File: src/otuc_pkg.sv
// otuc_pkg: constants and helpers for the fault-limit command block
// assumes a single 250 MHz core clock and linear-11 coded words on all limit and measurement ports
package otuc_pkg;
   // ----------------------------------------------------------------
   // command codes
   // ----------------------------------------------------------------
   localparam logic [7:0] CMD_VALLEY_UC_LIMIT = 8'h4B;
   localparam logic [7:0] CMD_OT_LIMIT = 8'h4F;
   localparam logic [7:0] CMD_OT_ACTION = 8'h50;

   // ----------------------------------------------------------------
   // field layout of limit words and of the action byte
   // ----------------------------------------------------------------
   localparam int EXP_MSB = 15;
   localparam int EXP_LSB = 11;
   localparam int MANT_MSB = 10;
   localparam int ACT_MODE_MSB = 7;
   localparam int ACT_MODE_LSB = 6;
   localparam int ACT_RETRY_MSB = 5;
   localparam int ACT_RETRY_LSB = 3;
   localparam int ACT_DELAY_MSB = 2;
   localparam logic [1:0] MODE_DISABLE_RETRY = 2'h2;
   localparam int VENDOR_OT_BIT = 1;

   // ----------------------------------------------------------------
   // values after reset (none given, plain defaults)
   // ----------------------------------------------------------------
   localparam logic [15:0] UC_LIMIT_RST = 16'h0000;
   localparam logic [15:0] OT_LIMIT_RST = 16'h007D;
   localparam logic [7:0] OT_ACTION_RST = 8'hB8;

   // ----------------------------------------------------------------
   // timing: retry time unit
   // ----------------------------------------------------------------
   localparam longint CLK_HZ = 250000000;
   localparam longint RETRY_UNIT_MS = 35;
   localparam longint RETRY_UNIT_CYC = (CLK_HZ / 1000) * RETRY_UNIT_MS;

   // fixed point: value scaled by 2^16, wide enough for mantissa << 31
   localparam int FIX_W = 48;
   localparam int FIX_FRAC = 16;

   typedef enum logic [1:0] {
      OTUC_RUN = 2'b00,
      OTUC_WAIT = 2'b01,
      OTUC_OFF = 2'b10
   } otuc_state_t;

   // linear-11 word to signed fixed point
   function automatic logic signed [FIX_W-1:0] otuc_lin2fix(input logic [15:0] w);
      logic signed [4:0] e;
      logic signed [FIX_W-1:0] m;
      logic signed [5:0] sh;
      e = w[EXP_MSB:EXP_LSB];
      m = FIX_W'(signed'(w[MANT_MSB:0]));
      sh = 6'(e) + 6'(FIX_FRAC);
      otuc_lin2fix = m <<< sh[4:0];
      if (sh[5]) begin
         otuc_lin2fix = m >>> 6'(-sh);
      end else if (sh[5:0] > 6'd31) begin
         otuc_lin2fix = m <<< 6'(sh);
      end
   endfunction : otuc_lin2fix
endpackage : otuc_pkg

File: src/otuc_fault_limits.sv
// otuc_fault_limits: valley undercurrent and over-temperature fault limits with retry timing
// assumes a command port decoded upstream from the management bus, and measurements in linear-11
// Notes on behaviour
// - valley undercurrent limit stored at code 4B, valley current compared against it
// - valley undercurrent sets shared undercurrent flag and uses shared response setting
// - out-of-range limit writes are refused, stored limit kept
// - temperature limit is mantissa times two to the exponent, in Celsius
// - temperature limit stored at code 4F, exceeding it raises a fault
// - retry waits until temperature falls below warning limit
// - fault sets status word temperature bit, temperature status bit, alerts host
// - fault also sets bit 1 of vendor status byte
// - action byte at code 50 picks response, delay runs from detection
// - retry delay counts in 35 ms units
`timescale 1ns/10ps
module otuc_fault_limits
   import otuc_pkg::*;
#(
   parameter longint UNIT_CYCLES = RETRY_UNIT_CYC,
   parameter logic [15:0] UC_MIN = 16'h0000,
   parameter logic [15:0] UC_MAX = 16'h00C8,
   parameter logic [15:0] OT_MIN = 16'h0000,
   parameter logic [15:0] OT_MAX = 16'h0096
) (
   input wire logic core_clk, // 250 MHz core clock
   input wire logic rstn, // asynchronous reset, active low
   input wire logic cmd_wr, // write strobe, one cycle
   input wire logic [7:0] cmd_code, // command code for read or write
   input wire logic [15:0] cmd_wdata, // write data
   output logic [15:0] cmd_rdata, // read data of cmd_code, one cycle late
   output logic cmd_ack, // write taken, pulse
   output logic cmd_nack, // write refused, pulse
   input wire logic [15:0] valley_current, // valley output current, linear-11
   input wire logic avg_undercurrent, // averaged undercurrent detection, level
   input wire logic [7:0] undercurrent_fault_action, // shared undercurrent response byte
   input wire logic [15:0] temperature, // measured temperature, linear-11
   input wire logic [15:0] overtemp_warning_limit, // warning limit, linear-11
   input wire logic clear_faults, // clear all sticky flags, pulse
   output logic undercurrent_flag, // undercurrent bit of output current status
   output logic undercurrent_shutdown, // output disabled by undercurrent
   output logic status_word_temperature, // temperature summary bit of status word
   output logic overtemp_fault_flag, // fault bit of temperature status
   output logic [7:0] vendor_status_byte, // vendor status byte
   output logic alert_n, // host alert, active low
   output logic output_enable, // converter may run
   output logic retry_start // restart attempt, pulse
);
   // ----------------------------------------------------------------
   // parameter checks
   // ----------------------------------------------------------------
   if (UNIT_CYCLES < 1 || UNIT_CYCLES > 64'd16777215) begin : g_bad_unit
      $error("UNIT_CYCLES out of range");
   end

   // ----------------------------------------------------------------
   // storage
   // ----------------------------------------------------------------
   logic [15:0] uc_limit_reg;
   logic [15:0] ot_limit_reg;
   logic [7:0] ot_action_reg;
   logic [15:0] rdata_reg;
   logic ack_reg;
   logic nack_reg;
   logic uc_flag_reg;
   logic uc_off_reg;
   logic ot_flag_reg;
   logic alert_reg;
   logic ot_cond_reg;
   logic uc_cond_reg;
   otuc_state_t state_reg;
   otuc_state_t state_next;
   logic [23:0] tick_cnt_reg;
   logic [3:0] unit_cnt_reg;
   logic retry_reg;

   // ----------------------------------------------------------------
   // write decode and range checks
   // ----------------------------------------------------------------
   // decoded words compared in fixed point so exponent choice does not matter
   wire logic signed [FIX_W-1:0] wr_fix = otuc_lin2fix(cmd_wdata);
   wire logic uc_in_range = wr_fix >= otuc_lin2fix(UC_MIN) && wr_fix <= otuc_lin2fix(UC_MAX);
   wire logic ot_in_range = wr_fix >= otuc_lin2fix(OT_MIN) && wr_fix <= otuc_lin2fix(OT_MAX);
   wire logic hit_uc = cmd_wr && cmd_code == CMD_VALLEY_UC_LIMIT;
   wire logic hit_ot = cmd_wr && cmd_code == CMD_OT_LIMIT;
   wire logic hit_act = cmd_wr && cmd_code == CMD_OT_ACTION;
   wire logic wr_ok = (hit_uc && uc_in_range) || (hit_ot && ot_in_range) || hit_act;
   wire logic wr_bad = cmd_wr && !wr_ok;
   wire logic [15:0] rd_mux = (cmd_code == CMD_VALLEY_UC_LIMIT) ? uc_limit_reg :
                              (cmd_code == CMD_OT_LIMIT) ? ot_limit_reg :
                              (cmd_code == CMD_OT_ACTION) ? {8'h00, ot_action_reg} : 16'h0000;

   // limit registers, refused writes leave the old value
   always_ff @(posedge core_clk or negedge rstn) begin
      if (!rstn) begin
         uc_limit_reg <= UC_LIMIT_RST;
         ot_limit_reg <= OT_LIMIT_RST;
         ot_action_reg <= OT_ACTION_RST;
      end else begin
         if (hit_uc && uc_in_range) uc_limit_reg <= cmd_wdata;
         if (hit_ot && ot_in_range) ot_limit_reg <= cmd_wdata;
         if (hit_act) ot_action_reg <= cmd_wdata[7:0];
      end
   end

   // read data and write answers, registered
   always_ff @(posedge core_clk or negedge rstn) begin
      if (!rstn) begin
         rdata_reg <= 16'h0000;
         ack_reg <= 1'b0;
         nack_reg <= 1'b0;
      end else begin
         rdata_reg <= rd_mux;
         ack_reg <= wr_ok;
         nack_reg <= wr_bad;
      end
   end

   // ----------------------------------------------------------------
   // fault detection
   // ----------------------------------------------------------------
   // temperature in Celsius as mantissa times 2^exponent
   wire logic signed [FIX_W-1:0] temp_fix = otuc_lin2fix(temperature);
   wire logic ot_cond = temp_fix > otuc_lin2fix(ot_limit_reg);
   wire logic below_warn = temp_fix < otuc_lin2fix(overtemp_warning_limit);
   wire logic valley_uc = otuc_lin2fix(valley_current) < otuc_lin2fix(uc_limit_reg);
   wire logic uc_cond = valley_uc || avg_undercurrent;
   // only a fresh crossing counts, so a long fault is one event
   wire logic ot_event = ot_cond && !ot_cond_reg;
   wire logic uc_event = uc_cond && !uc_cond_reg;
   wire logic uc_acts = undercurrent_fault_action[ACT_MODE_MSB:ACT_MODE_LSB] != 2'h0;

   // sticky flags, a new event wins over clear_faults
   always_ff @(posedge core_clk or negedge rstn) begin
      if (!rstn) begin
         ot_cond_reg <= 1'b0;
         uc_cond_reg <= 1'b0;
         uc_flag_reg <= 1'b0;
         uc_off_reg <= 1'b0;
         ot_flag_reg <= 1'b0;
         alert_reg <= 1'b0;
      end else begin
         ot_cond_reg <= ot_cond;
         uc_cond_reg <= uc_cond;
         if (uc_event) begin
            uc_flag_reg <= 1'b1;
            alert_reg <= 1'b1;
            if (uc_acts) uc_off_reg <= 1'b1;
         end else if (clear_faults) begin
            uc_flag_reg <= 1'b0;
            uc_off_reg <= 1'b0;
         end
         if (ot_event) begin
            ot_flag_reg <= 1'b1;
            alert_reg <= 1'b1;
         end else if (clear_faults) begin
            ot_flag_reg <= 1'b0;
         end
         if (clear_faults && !ot_event && !uc_event) alert_reg <= 1'b0;
      end
   end

   // ----------------------------------------------------------------
   // over-temperature response and retry timing
   // ----------------------------------------------------------------
   wire logic [1:0] act_mode = ot_action_reg[ACT_MODE_MSB:ACT_MODE_LSB];
   wire logic act_retry = ot_action_reg[ACT_RETRY_MSB:ACT_RETRY_LSB] != 3'h0;
   wire logic [3:0] delay_units = {1'b0, ot_action_reg[ACT_DELAY_MSB:0]} + 4'h1;
   wire logic unit_tick = tick_cnt_reg == 24'(UNIT_CYCLES - 1);
   wire logic delay_done = unit_cnt_reg >= delay_units;
   wire logic go_retry = state_reg == OTUC_WAIT && delay_done && below_warn;

   // next state: mode 00 ignores the fault, others disable
   always_comb begin
      state_next = state_reg;
      unique case (state_reg)
         OTUC_RUN: begin
            if (ot_event && act_mode != 2'h0) begin
               state_next = (act_mode == MODE_DISABLE_RETRY && act_retry) ? OTUC_WAIT : OTUC_OFF;
            end
         end
         OTUC_WAIT: begin
            if (go_retry) state_next = OTUC_RUN;
         end
         OTUC_OFF: begin
            if (clear_faults && !ot_event) state_next = OTUC_RUN;
         end
         default: state_next = OTUC_RUN;
      endcase
   end

   // delay counter restarts at fault detection; stalls at the end while hot
   always_ff @(posedge core_clk or negedge rstn) begin
      if (!rstn) begin
         state_reg <= OTUC_RUN;
         tick_cnt_reg <= 24'h000000;
         unit_cnt_reg <= 4'h0;
         retry_reg <= 1'b0;
      end else begin
         state_reg <= state_next;
         retry_reg <= go_retry;
         if (state_reg != OTUC_WAIT || unit_tick) tick_cnt_reg <= 24'h000000;
         else tick_cnt_reg <= tick_cnt_reg + 24'h000001;
         if (state_reg != OTUC_WAIT) unit_cnt_reg <= 4'h0;
         else if (unit_tick && !delay_done) unit_cnt_reg <= unit_cnt_reg + 4'h1;
      end
   end

   // ----------------------------------------------------------------
   // outputs
   // ----------------------------------------------------------------
   assign cmd_rdata = rdata_reg;
   assign cmd_ack = ack_reg;
   assign cmd_nack = nack_reg;
   assign undercurrent_flag = uc_flag_reg;
   assign undercurrent_shutdown = uc_off_reg;
   assign status_word_temperature = ot_flag_reg;
   assign overtemp_fault_flag = ot_flag_reg;
   assign vendor_status_byte = {6'h00, ot_flag_reg, 1'b0};
   assign alert_n = !alert_reg;
   assign output_enable = state_reg == OTUC_RUN && !uc_off_reg;
   assign retry_start = retry_reg;
endmodule : otuc_fault_limits

File: config.mk
export PLATFORM = sky130hd
export DESIGN_NAME = otuc_fault_limits
export DESIGN_NICKNAME = d
export VERILOG_FILES = /design/src/otuc_pkg.sv /design/src/otuc_fault_limits.sv
export SDC_FILE = /design/constraint.sdc
export NUM_CORES = 1
export LEC_CHECK = 0
export ABC_AREA = 1
export BUFFER_PORTS_ARGS = -buffer_cell sky130_fd_sc_hd__clkbuf_2
export CORE_MARGIN = 10
export CORE_UTILIZATION = 67
export CTS_BUF_LIST = sky130_fd_sc_hd__clkbuf_16
export CTS_CLUSTER_SIZE = 20
export DETAILED_ROUTE_END_ITERATION = 8
export PLACE_DENSITY = 0.95
export SETUP_SLACK_MARGIN = 0.1
export SLEW_MARGIN = 25
export SYNTH_ARGS = -nofsm -noshare
export SYNTH_HDL_FRONTEND = slang
export SYNTH_SLANG_ARGS = --single-unit
File: constraint.sdc
create_clock -name core_clk -period 4.6 [get_ports core_clk]
set_input_delay 0 -clock core_clk [delete_from_list [all_inputs] [get_ports core_clk]]
set_output_delay 0 -clock core_clk [all_outputs]
set_load 0.05 [all_outputs]
==> metrics.cfg, run 1 <==
[layout]
regArea_um2=2390
fin_nets=2287
fillers=1544
largest_register_ffs=24
multi_input_area_um2=8780
final_common_cell=nand2_1
fin_util_pct=73.1
drive_gt1_share_pct=9.54
diodes=0
area_growth_pct=6.76
layout_common_cells=575 x nand2_1, 302 x o21ai_0, 179 x inv_1, 152 x nand3_1, 143 x nor2_1

[critical_path]
cp_slowest_cell=dlygate4sd3_1
cp_max_fo=18
crit_required_ns=4.89
crit_path_start_kind=register
worst-setup-path-type=reg -> reg
crit_top_cell=nand2_1
end_kind=register
cpPeakStageDelay_ns=0.58
worstPathArrival_ns=4.39
cp_cell_sequence=inv_1 > nand2_1 > inv_1 > o21ai_0 > inv_1 > o21ai_0 > nand2_1 > o21ai_0 > o21ai_0 > inv_1 > ha_1 > nand4_1 > nor3_1 > nand2_1 > o2111ai_1 > a21oi_1 > nand2_1 > nand2_1 > nand3_1 > nand2_1 > a21oi_1 > dlygate4sd3_1

[yosys]
synth.yosys.seq_area_share_pct=19.4
synth_cell_type_count=52
yosysWarnings=0
netlist_instances=2031
synthArstFlopShare_pct=100
synth_edf_count=0
synth_area_per_cell_um2=6.08
ys_seq_elements=95
ys.flop_type=dfrtp_1
syn_area_um2=12300

[grt]
grt_pass1_vias=12961
track_usage_pct=29.1
grt_max_degree=81
grt_overflow_total=0
antenna_found_initial=0
grt_pass1_wl_um=60100

[placement]
routabilityCongestion=0.993
portBuffers=104
dp_hpwl_um=28900

[run]
cap_viol_max_count=0

[sta]
hold_viol_final=0
finalSetupViolCount=0
max_freq_ghz=0.244
worstMarginPinSlew_ns=0.977
rsz0062_at_grt=false
period_share_pct=89.0
clock_skew_ns=0.00990
worst_hold_slack_ns=0.0454
setup-tns-final_ns=0
slew_viol_final=0
finalCriticalPeriod_ns=4.09
slew_headroom_pct=34.6

[power]
ir_drop_mv=0.313
leakage_uw=0.00678
powerDensity_nw_per_um2=192

[floorplan]
num_io_pins=118
initial_core_util_pct=68.5
dieHeight_um=156
die_area_um2=24200
rows=49
core_um2=18000
die_w_um=156

[routing]
wire_per_inst_um=15.9
drt-total-wl_um=36700
dr.pass1.iters=6
drt_iter0_markers=1523
via_per_inst=6.08
num_vias=14019
antenna_left=0
route.detailed.drc=0

[hold_path]
holdCritPathClass=in -> async

[clock_network]
cts.sinks=95
tritoncts=yes
htree_levels=3
insertion_delay_ns=0.36
cts_buffer_depth=2
numCtsBuffers=9
cts.clk_slew.worst_paths_ns=0.07
clock-root-buffer=clkbuf_16
post_cts.repair.setup_buffers=0

[outcome]
outcome=completed

==> stage by stage <==
| stage | power, uW | cell area [um2] | cells | setup slack [ns] |
|---|---|---|---|---|
| after global placement | 1750 | 12700 | 2272 | 0.942 |
| final | 2540 | 13200 | 2305 | 0.507 |
| after floorplan | 1550 | 12400 | 2037 | 1.69 |
| after CTS | 2500 | 13200 | 2305 | 0.533 |
| after detailed placement | 1790 | 12700 | 2272 | 0.803 |
| after global routing | 2690 | 13200 | 2305 | 0.182 |
==> routing by layer <==
layer	up-vias	GRT usage, %	wire length (um)
met5	-	0	0
met1	6302	35.7	15000
met4	0	14.9	1630
met3	136	5.29	3270
li1	6903	-	-
met2	678	47.9	16700
==> cell families after synthesis <==
| logic type | Yosys count | share of synthesized area (%) |
|---|---|---|
| compound gates | 507 | 22.0 |
| xor+xnor | 4 | 0.284 |
| fa+ha+maj | 131 | 13.3 |
| buf+inv | 290 | 9.67 |
| flops | 95 | 19.4 |
| mux | 21 | 1.70 |
| other cells | 1 | 0.0304 |
| simple gates | 982 | 33.7 |
==> final timing paths <==
path,from,endpoint,slack (ns),depth (start not counted)
setup / recovery,uc_limit_reg[11]$_DFFE_PN0P_,undercurrent_shutdown$_DFFE_PN0P_,0.51,22
hold / removal,rstn,undercurrent_flag$_DFFE_PN0P_,0.05,2
setup reg to reg,uc_limit_reg[11]$_DFFE_PN0P_,undercurrent_shutdown$_DFFE_PN0P_,0.51,22
hold reg to reg,tick_cnt_reg[0]$_DFF_PN0_,tick_cnt_reg[0]$_DFF_PN0_,0.46,1
max in group asynchronous,rstn,cmd_rdata[4]$_DFF_PN0_,3.60,3
min in group core_clk,cmd_wdata[10],ot_limit_reg[8]$_DFFE_PN0P_,0.12,6
==> repair_timing <==
action / in CTS / in global routing
hold endpoints to repair: 43 / 0
hold buffers: 17 / 0
gates resized for setup: 0 / 2
setup endpoints to repair: 0 / 1
==> cell type report <==
cell class,count,area share [%]
Clock inverter,7,0.418
Multi-Input combinational cell,1652,66.6
Sequential cell,95,18.2
Timing Repair Buffer,126,5.57
Inverter,187,5.33
Clock buffer,9,1.71
Tap cell,229,2.17
==> worst max-delay path: cells and delay by family, from the launching register on <==
family	cells	cell delay (ns)
compound gates	7	1.39
fa+ha+maj	1	0.14
buf+inv	5	0.93
flops	1	0.51
simple gates	9	1.06
==> Yosys cell counts, types with 8 or more instances <==
| cell type | count | area share [%] |
|---|---|---|
| clkinv_1 | 8 | 0.24 |
| nand4_1 | 25 | 1.3 |
| buf_4 | 10 | 0.61 |
| o22ai_1 | 8 | 0.41 |
| nor3_1 | 25 | 1.0 |
| nor2_1 | 143 | 4.3 |
| nor4_1 | 11 | 0.56 |
| o21ai_1 | 14 | 0.57 |
| mux2i_1 | 21 | 1.7 |
| ha_1 | 131 | 13 |
| nand2_1 | 575 | 17 |
| buf_2 | 10 | 0.41 |
| dfstp_2 | 10 | 2.1 |
| o21ai_0 | 302 | 12 |
| o21a_1 | 10 | 0.61 |
| dfrtp_1 | 85 | 17 |
| a21oi_1 | 131 | 5.3 |
| or2_2 | 25 | 1.3 |
| inv_1 | 178 | 5.4 |
| clkbuf_1 | 71 | 2.2 |
| o21ai_2 | 13 | 0.92 |
| nand3_1 | 152 | 6.2 |
==> where the power goes <==
part	internal, uW	switching, uW
clock network	373	353
logic	308	630
registers	856	16.4
total	1540	999
Power figures use the tool's default switching activity.
==> run 2, diff against run 1 <==
- MAX_ROUTING_LAYER: not set -> met4
==> run 2 against run 1 <==
Against the previous run: sequential power barely moved; critical path depth fell by 3; register-to-register slack improved by 0.22 ns; die area did not move; sequential share of layout area barely moved; critical path type unchanged; largest cell class unchanged; highest routed layer unchanged.
==> metrics.cfg, run 2 (synthesized netlist as in run 1, its figures left out) <==
[outcome]
outcome=completed

[sta]
fin_ws_ns=0.730
clock_skew_ns=0.00571
worstMarginPinSlew_ns=0.961
slew_viol_final=0
finalSetupViolCount=0
setup-tns-final_ns=0
finalCriticalPeriod_ns=3.87
period_share_pct=84.1
max_freq_ghz=0.258
rsz0062_at_grt=false
slew_headroom_pct=35.7
hold_viol_final=0

[hold_path]
holdCritPathClass=in -> reg
hold_depth=3

[critical_path]
cp_top_family=simple AND/OR/NAND/NOR gates
cp_max_fo=24
r2r_start=ot_limit_reg[14]$_DFFE_PN0P_
r2r_end=state_reg[1]$_DFFE_PN0P_
crit_path_end=state_reg[1]$_DFFE_PN0P_
cp_cell_sequence=clkinv_1 > nand2_1 > o21ai_0 > a21oi_1 > ha_1 > a21oi_1 > o21ai_0 > nand2_1 > nand3_1 > a21boi_0 > nand3_1 > nand2_1 > nand4_1 > nand2_1 > nand2_1 > nand2_1 > inv_1 > nand3_1 > nand2_1
cp.depth=19
worstPathArrival_ns=4.11
crit_top_cell=nand2_1
r2r_cells=19
cpPeakStageDelay_ns=0.75
r2r_setup_slack_ns=0.73
worst-setup-path-type=reg -> reg
end_kind=register
path_buf_inv=2
cp_slowest_cell=dfrtp_1
crit_path_start_kind=register
crit_required_ns=4.84
crit_start=ot_limit_reg[14]$_DFFE_PN0P_

[clock_network]
cts_buffer_depth=2
insertion_delay_ns=0.35
post_cts_resized=0
htree_levels=3
post_cts.repair.setup_buffers=0
clock-root-buffer=clkbuf_16
ctsHoldBuffers=16
cts.clk_slew.worst_paths_ns=0.07
tritoncts=yes
cts.sinks=95
numCtsBuffers=9

[layout]
final_common_cell=nand2_1
drive_gt1_share_pct=9.35
fillers=1572
diodes=0
largest_register_ffs=24
fin_nets=2285
multi_input_area_um2=8780
layout_common_cells=575 x nand2_1, 302 x o21ai_0, 179 x inv_1, 152 x nand3_1, 143 x nor2_1
regArea_um2=2390
area_growth_pct=6.84

[placement]
dp_hpwl_um=29100
routabilityCongestion=0.988
post-place-ws_ns=0.851
portBuffers=104

[floorplan]
die_area_um2=24200
num_io_pins=118
initial_core_util_pct=68.5
core_um2=18000
rows=49
dieHeight_um=156
die_w_um=156

[grt]
antenna_found_initial=0
grt_pass1_wl_um=60500
grt_max_degree=54
track_usage_pct=30.4
grt_overflow_total=0
grt_pass1_vias=12720

[routing]
dr.pass1.iters=6
wire_per_inst_um=16.2
via_per_inst=6.10
antenna_left=0
num_vias=14038
drt_iter0_markers=1445
route.detailed.drc=0
drt-total-wl_um=37300

[power]
p_comb_share_pct=36.0
internal_power_uw=1640
ir_drop_mv=0.270
powerDensity_nw_per_um2=198
leakage_uw=0.00680
pwr-share-clk_pct=30.5
power_frac_seq_pct=33.5
swShare_pct=37.3
p_sw_uw=974

[run]
cap_viol_max_count=0

[run 2: power by group through the flow]
stage | logic [uW] | registers [uW] | clock network (uW)
6_report | 940 | 873 | 796
5_1_grt | 1060 | 875 | 830
4_1_cts | 916 | 872 | 792
3_5_place_dp | 899 | 887 | 0
3_3_place_gp | 865 | 886 | 0
2_1_floorplan | 656 | 894 | 0
[run 2: stage by stage]
step | total power [uW] | util, % | cells | hold WS (ns) | area [um2]
after floorplan | 1550 | - | 2037 | -0.296 | 12400
after global placement | 1750 | 70.5 | 2271 | 0.0173 | 12700
final | 2610 | 73.2 | 2303 | 0.114 | 13200
after CTS | 2580 | 73.2 | 2303 | 0.0990 | 13200
after global routing | 2760 | 73.2 | 2303 | 0.148 | 13200
after detailed placement | 1790 | 70.5 | 2271 | 0.0216 | 12700
[run 2: per-layer routing]
metal | vias up | part of all wire [%] | global-route usage [%] | routed length, um
met4 | 0 | 3.8 | 12.3 | 1420
met2 | 681 | 46 | 49.4 | 17200
met1 | 6331 | 42 | 37.4 | 15700
met3 | 123 | 8.0 | 3.89 | 2980
li1 | 6903 | - | - | -
met5 | - | 0 | - | 0
[run 2: cell type report]
| cell class | instances | share of cell area [%] |
|---|---|---|
| timing repair buffer | 124 | 5.41 |
| multi-input combinational | 1652 | 66.6 |
| clock buffer | 9 | 1.71 |
| tap | 229 | 2.17 |
| inverter | 187 | 5.32 |
| clock inverter | 7 | 0.674 |
| sequential | 95 | 18.1 |
[run 2: worst reg2reg max path: stages (launching register included)]
cell      delay [ns]
dfrtp_1         0.75
clkinv_1        0.45
nand2_1         0.35
o21ai_0         0.23
a21oi_1         0.21
ha_1            0.29
a21oi_1         0.16
o21ai_0         0.10
nand2_1         0.07
nand3_1         0.06
a21boi_0        0.26
nand3_1         0.14
nand2_1         0.09
nand4_1         0.17
nand2_1         0.13
nand2_1         0.07
nand2_1         0.09
inv_1           0.04
nand3_1         0.07
nand2_1         0.05
[run 2: worst min-delay path by stage]
stage / slack [ns] / endpoint / from
6_report: 0.11 / uc_limit_reg[12]$_DFFE_PN0P_ / cmd_wdata[12]
5_1_grt: 0.15 / uc_limit_reg[12]$_DFFE_PN0P_ / cmd_wdata[12]
4_1_cts: 0.1 / uc_limit_reg[12]$_DFFE_PN0P_ / cmd_wdata[12]
3_5_place_dp: 0.02 / undercurrent_flag$_DFFE_PN0P_ / rstn
3_3_place_gp: 0.02 / undercurrent_flag$_DFFE_PN0P_ / rstn
2_1_floorplan: -0.30 / alert_reg$_DFFE_PN0P_ / rstn
==> run 3, diff against run 2 <==
- ABC_AREA: 1 -> 0
- CORE_UTILIZATION: 67 -> 56
- PLACE_DENSITY: 0.95 -> 0.88
- clock period: 4.6 -> 3.37 ns (I/O delays scaled with it)
==> run 3 against run 2 <==
Against the previous run: the flow now finishes with violations (setup timing); core utilization decreased by 2.3 points; largest power group unchanged; worst hold slack got worse by 0.089 ns; critical endpoint is now alert_reg$_DFFE_PN0P_; global-route usage shrank 1.6 points; sequential power is 35% higher; clock skew barely moved; die area is 21% higher; cell count fell by 5.5%.
==> metrics.cfg, run 3 <==
[outcome]
outcome=complete, but fails checks
failed_checks=setup timing

[placement]
dp_cells=2136
dp_hpwl_um=33300
routabilityCongestion=1.06
post-place-ws_ns=-0.448
portBuffers=104

[sta]
finalSetupViolCount=8
hold_viol_final=0
setup-tns-final_ns=-2.49
period_share_pct=113
slew_headroom_pct=52.2
clock_skew_ns=0.00546
max_freq_ghz=0.263
fin_ws_ns=-0.433
finalCriticalPeriod_ns=3.80
slew_viol_final=0
rsz0062_at_grt=true
worstMarginPinSlew_ns=0.710

[routing]
route.detailed.drc=0
via_per_inst=6.44
drt-total-wl_um=43500
wire_per_inst_um=20.0
drt_iter0_markers=1683
dr.pass1.iters=7
antenna_left=0
num_vias=14015

[yosys]
yosysTopAreaCellShare_pct=16.6
ys_top_cells_by_area=dfrtp_1 17%, ha_1 13%, mux2i_1 10%, nand2_1 5.3%, nor2_1 5.1%
syn_area_um2=12800
synth_cell_type_count=80
ys_seq_elements=95
synth_area_leader_cell=dfrtp_1
synth_most_common_cell=nand2_1
synthArstFlopShare_pct=100
synthTopCellsByCount=180 x nand2_1, 173 x nor2_1, 133 x mux2i_1
synth.yosys.seq_area_share_pct=18.7
yosysWarnings=0
netlist_instances=1640
synth_area_per_cell_um2=7.79
synth_edf_count=0
ys.flop_type=dfrtp_1

[layout]
largest_register_ffs=24
fin_cells=2177
drive_gt1_share_pct=29.5
fin_nets=2103
diodes=0
layout_common_cells=215 x buf_4, 174 x nand2_1, 169 x nor2_1, 127 x ha_1, 115 x mux2i_1
final_common_cell=buf_4
area_growth_pct=25.2

[clock_network]
cts.sinks=95
clock-root-buffer=clkbuf_16
cts.clk_slew.worst_paths_ns=0.07
tritoncts=yes
cts_buffer_depth=2
numCtsBuffers=9
insertion_delay_ns=0.35
htree_levels=3

[power]
p_total_uw=3740
powerDensity_nw_per_um2=234
leakage_uw=0.00756
ir_drop_mv=0.276

[grt]
grt_max_degree=39
grt_pass1_wl_um=67000
grt_overflow_total=0
track_usage_pct=28.8
antenna_found_initial=0
grt_pass1_vias=13277

[floorplan]
dieHeight_um=171
rows=55
initial_core_util_pct=56.6
die_w_um=171
num_io_pins=118
die_area_um2=29300
core_um2=22600

[critical_path]
crit_path_start_kind=register
worst-setup-path-type=reg -> reg
crit_required_ns=3.65
crit_start=uc_limit_reg[11]$_DFFE_PN0P_
end_kind=register
r2r_start=uc_limit_reg[11]$_DFFE_PN0P_
worstPathArrival_ns=4.08
cp_max_fo=6

[hold_path]
holdCritPathClass=in -> reg
hp-start=cmd_wdata[4]

[run]
cap_viol_max_count=0

## run 3: area by class of cell
type / count / area (um2)
clock buffers: 9 / 225
multi-input cells: 1392 / 10300
fillers: 1699 / 6580
clock inverters: 7 / 63.8
well taps: 285 / 357
flip-flops and latches: 95 / 2390
inverters: 48 / 180
repair buffers: 341 / 2470
## run 3: cell families (layout without fill, tap and decap cells)
| kind of cell | Yosys count | count (layout) | synth area share, % |
|---|---|---|---|
| compound gates | 462 | 462 | 22.9 |
| xor+xnor | 20 | 20 | 1.37 |
| fa+ha+maj | 131 | 131 | 12.8 |
| buf+inv | 159 | 405 | 5.48 |
| flops | 95 | 95 | 18.7 |
| mux | 201 | 201 | 17.6 |
| other cells | 1 | 7 | 0.0294 |
| simple gates | 571 | 571 | 21.1 |
## run 3: critical path, cell delays in order, from the launching register on
cell,delay [ns]
dfrtp_2,0.45
buf_12,0.16
mux2i_4,0.20
mux2i_4,0.22
nand2_1,0.13
buf_4,0.15
a31oi_1,0.37
nand2_1,0.13
ha_1,0.22
a21oi_1,0.15
o21ai_0,0.11
a221o_1,0.38
o41ai_4,0.31
mux2i_2,0.40
nand2_2,0.14
buf_6,0.14
o211ai_1,0.06
## run 3: path summary, 6_finish.rpt
check	to	slack, ns	cells after the start
setup / recovery	alert_reg$_DFFE_PN0P_	-0.43	16
hold / removal	uc_limit_reg[4]$_DFFE_PN0P_	0.03	2
min in group asynchronous	undercurrent_shutdown$_DFFE_PN0P_	0.19	2
setup reg to reg	alert_reg$_DFFE_PN0P_	-0.43	16
max in group asynchronous	ot_limit_reg[4]$_DFFE_PN1P_	2.30	3
hold reg to reg	tick_cnt_reg[0]$_DFF_PN0_	0.45	1
## run 3: report_power, final
group	internal, uW	switching (uW)	total (uW)
Combinational	640	896	1540
Clock	570	455	1030
Sequential	1160	18.3	1180
## run 3: per-stage QoR
step           area, um2  hold slack [ns]  utilization, %
2_1_floorplan      12900           -0.296               -
3_3_place_gp       15000         -0.00646            66.3
3_5_place_dp       15000        -0.000452            66.3
4_1_cts            15600          0.00244            69.1
5_1_grt            16000           0.0358            70.9
6_report           16000           0.0251            70.9
## run 3: what timing repair did
item / in CTS / in global routing
endpoints found under the hold margin: 43 / 0
setup endpoints to repair: 9 / 9
resized for setup: 57 / 84
buffers inserted: 13 / 8
gates cloned: 0 / 0
pin swaps: 17 / 32
hold buffers: 4 / 0
## run 3: metal layers
layer | vias up | share of wire, % | track usage, %
li1 | 6513 | - | -
met1 | 6555 | 41 | 36.4
met2 | 774 | 46 | 45.2
met3 | 173 | 8.5 | 3.39
met5 | - | 0 | -
met4 | 0 | 4.8 | 13.2
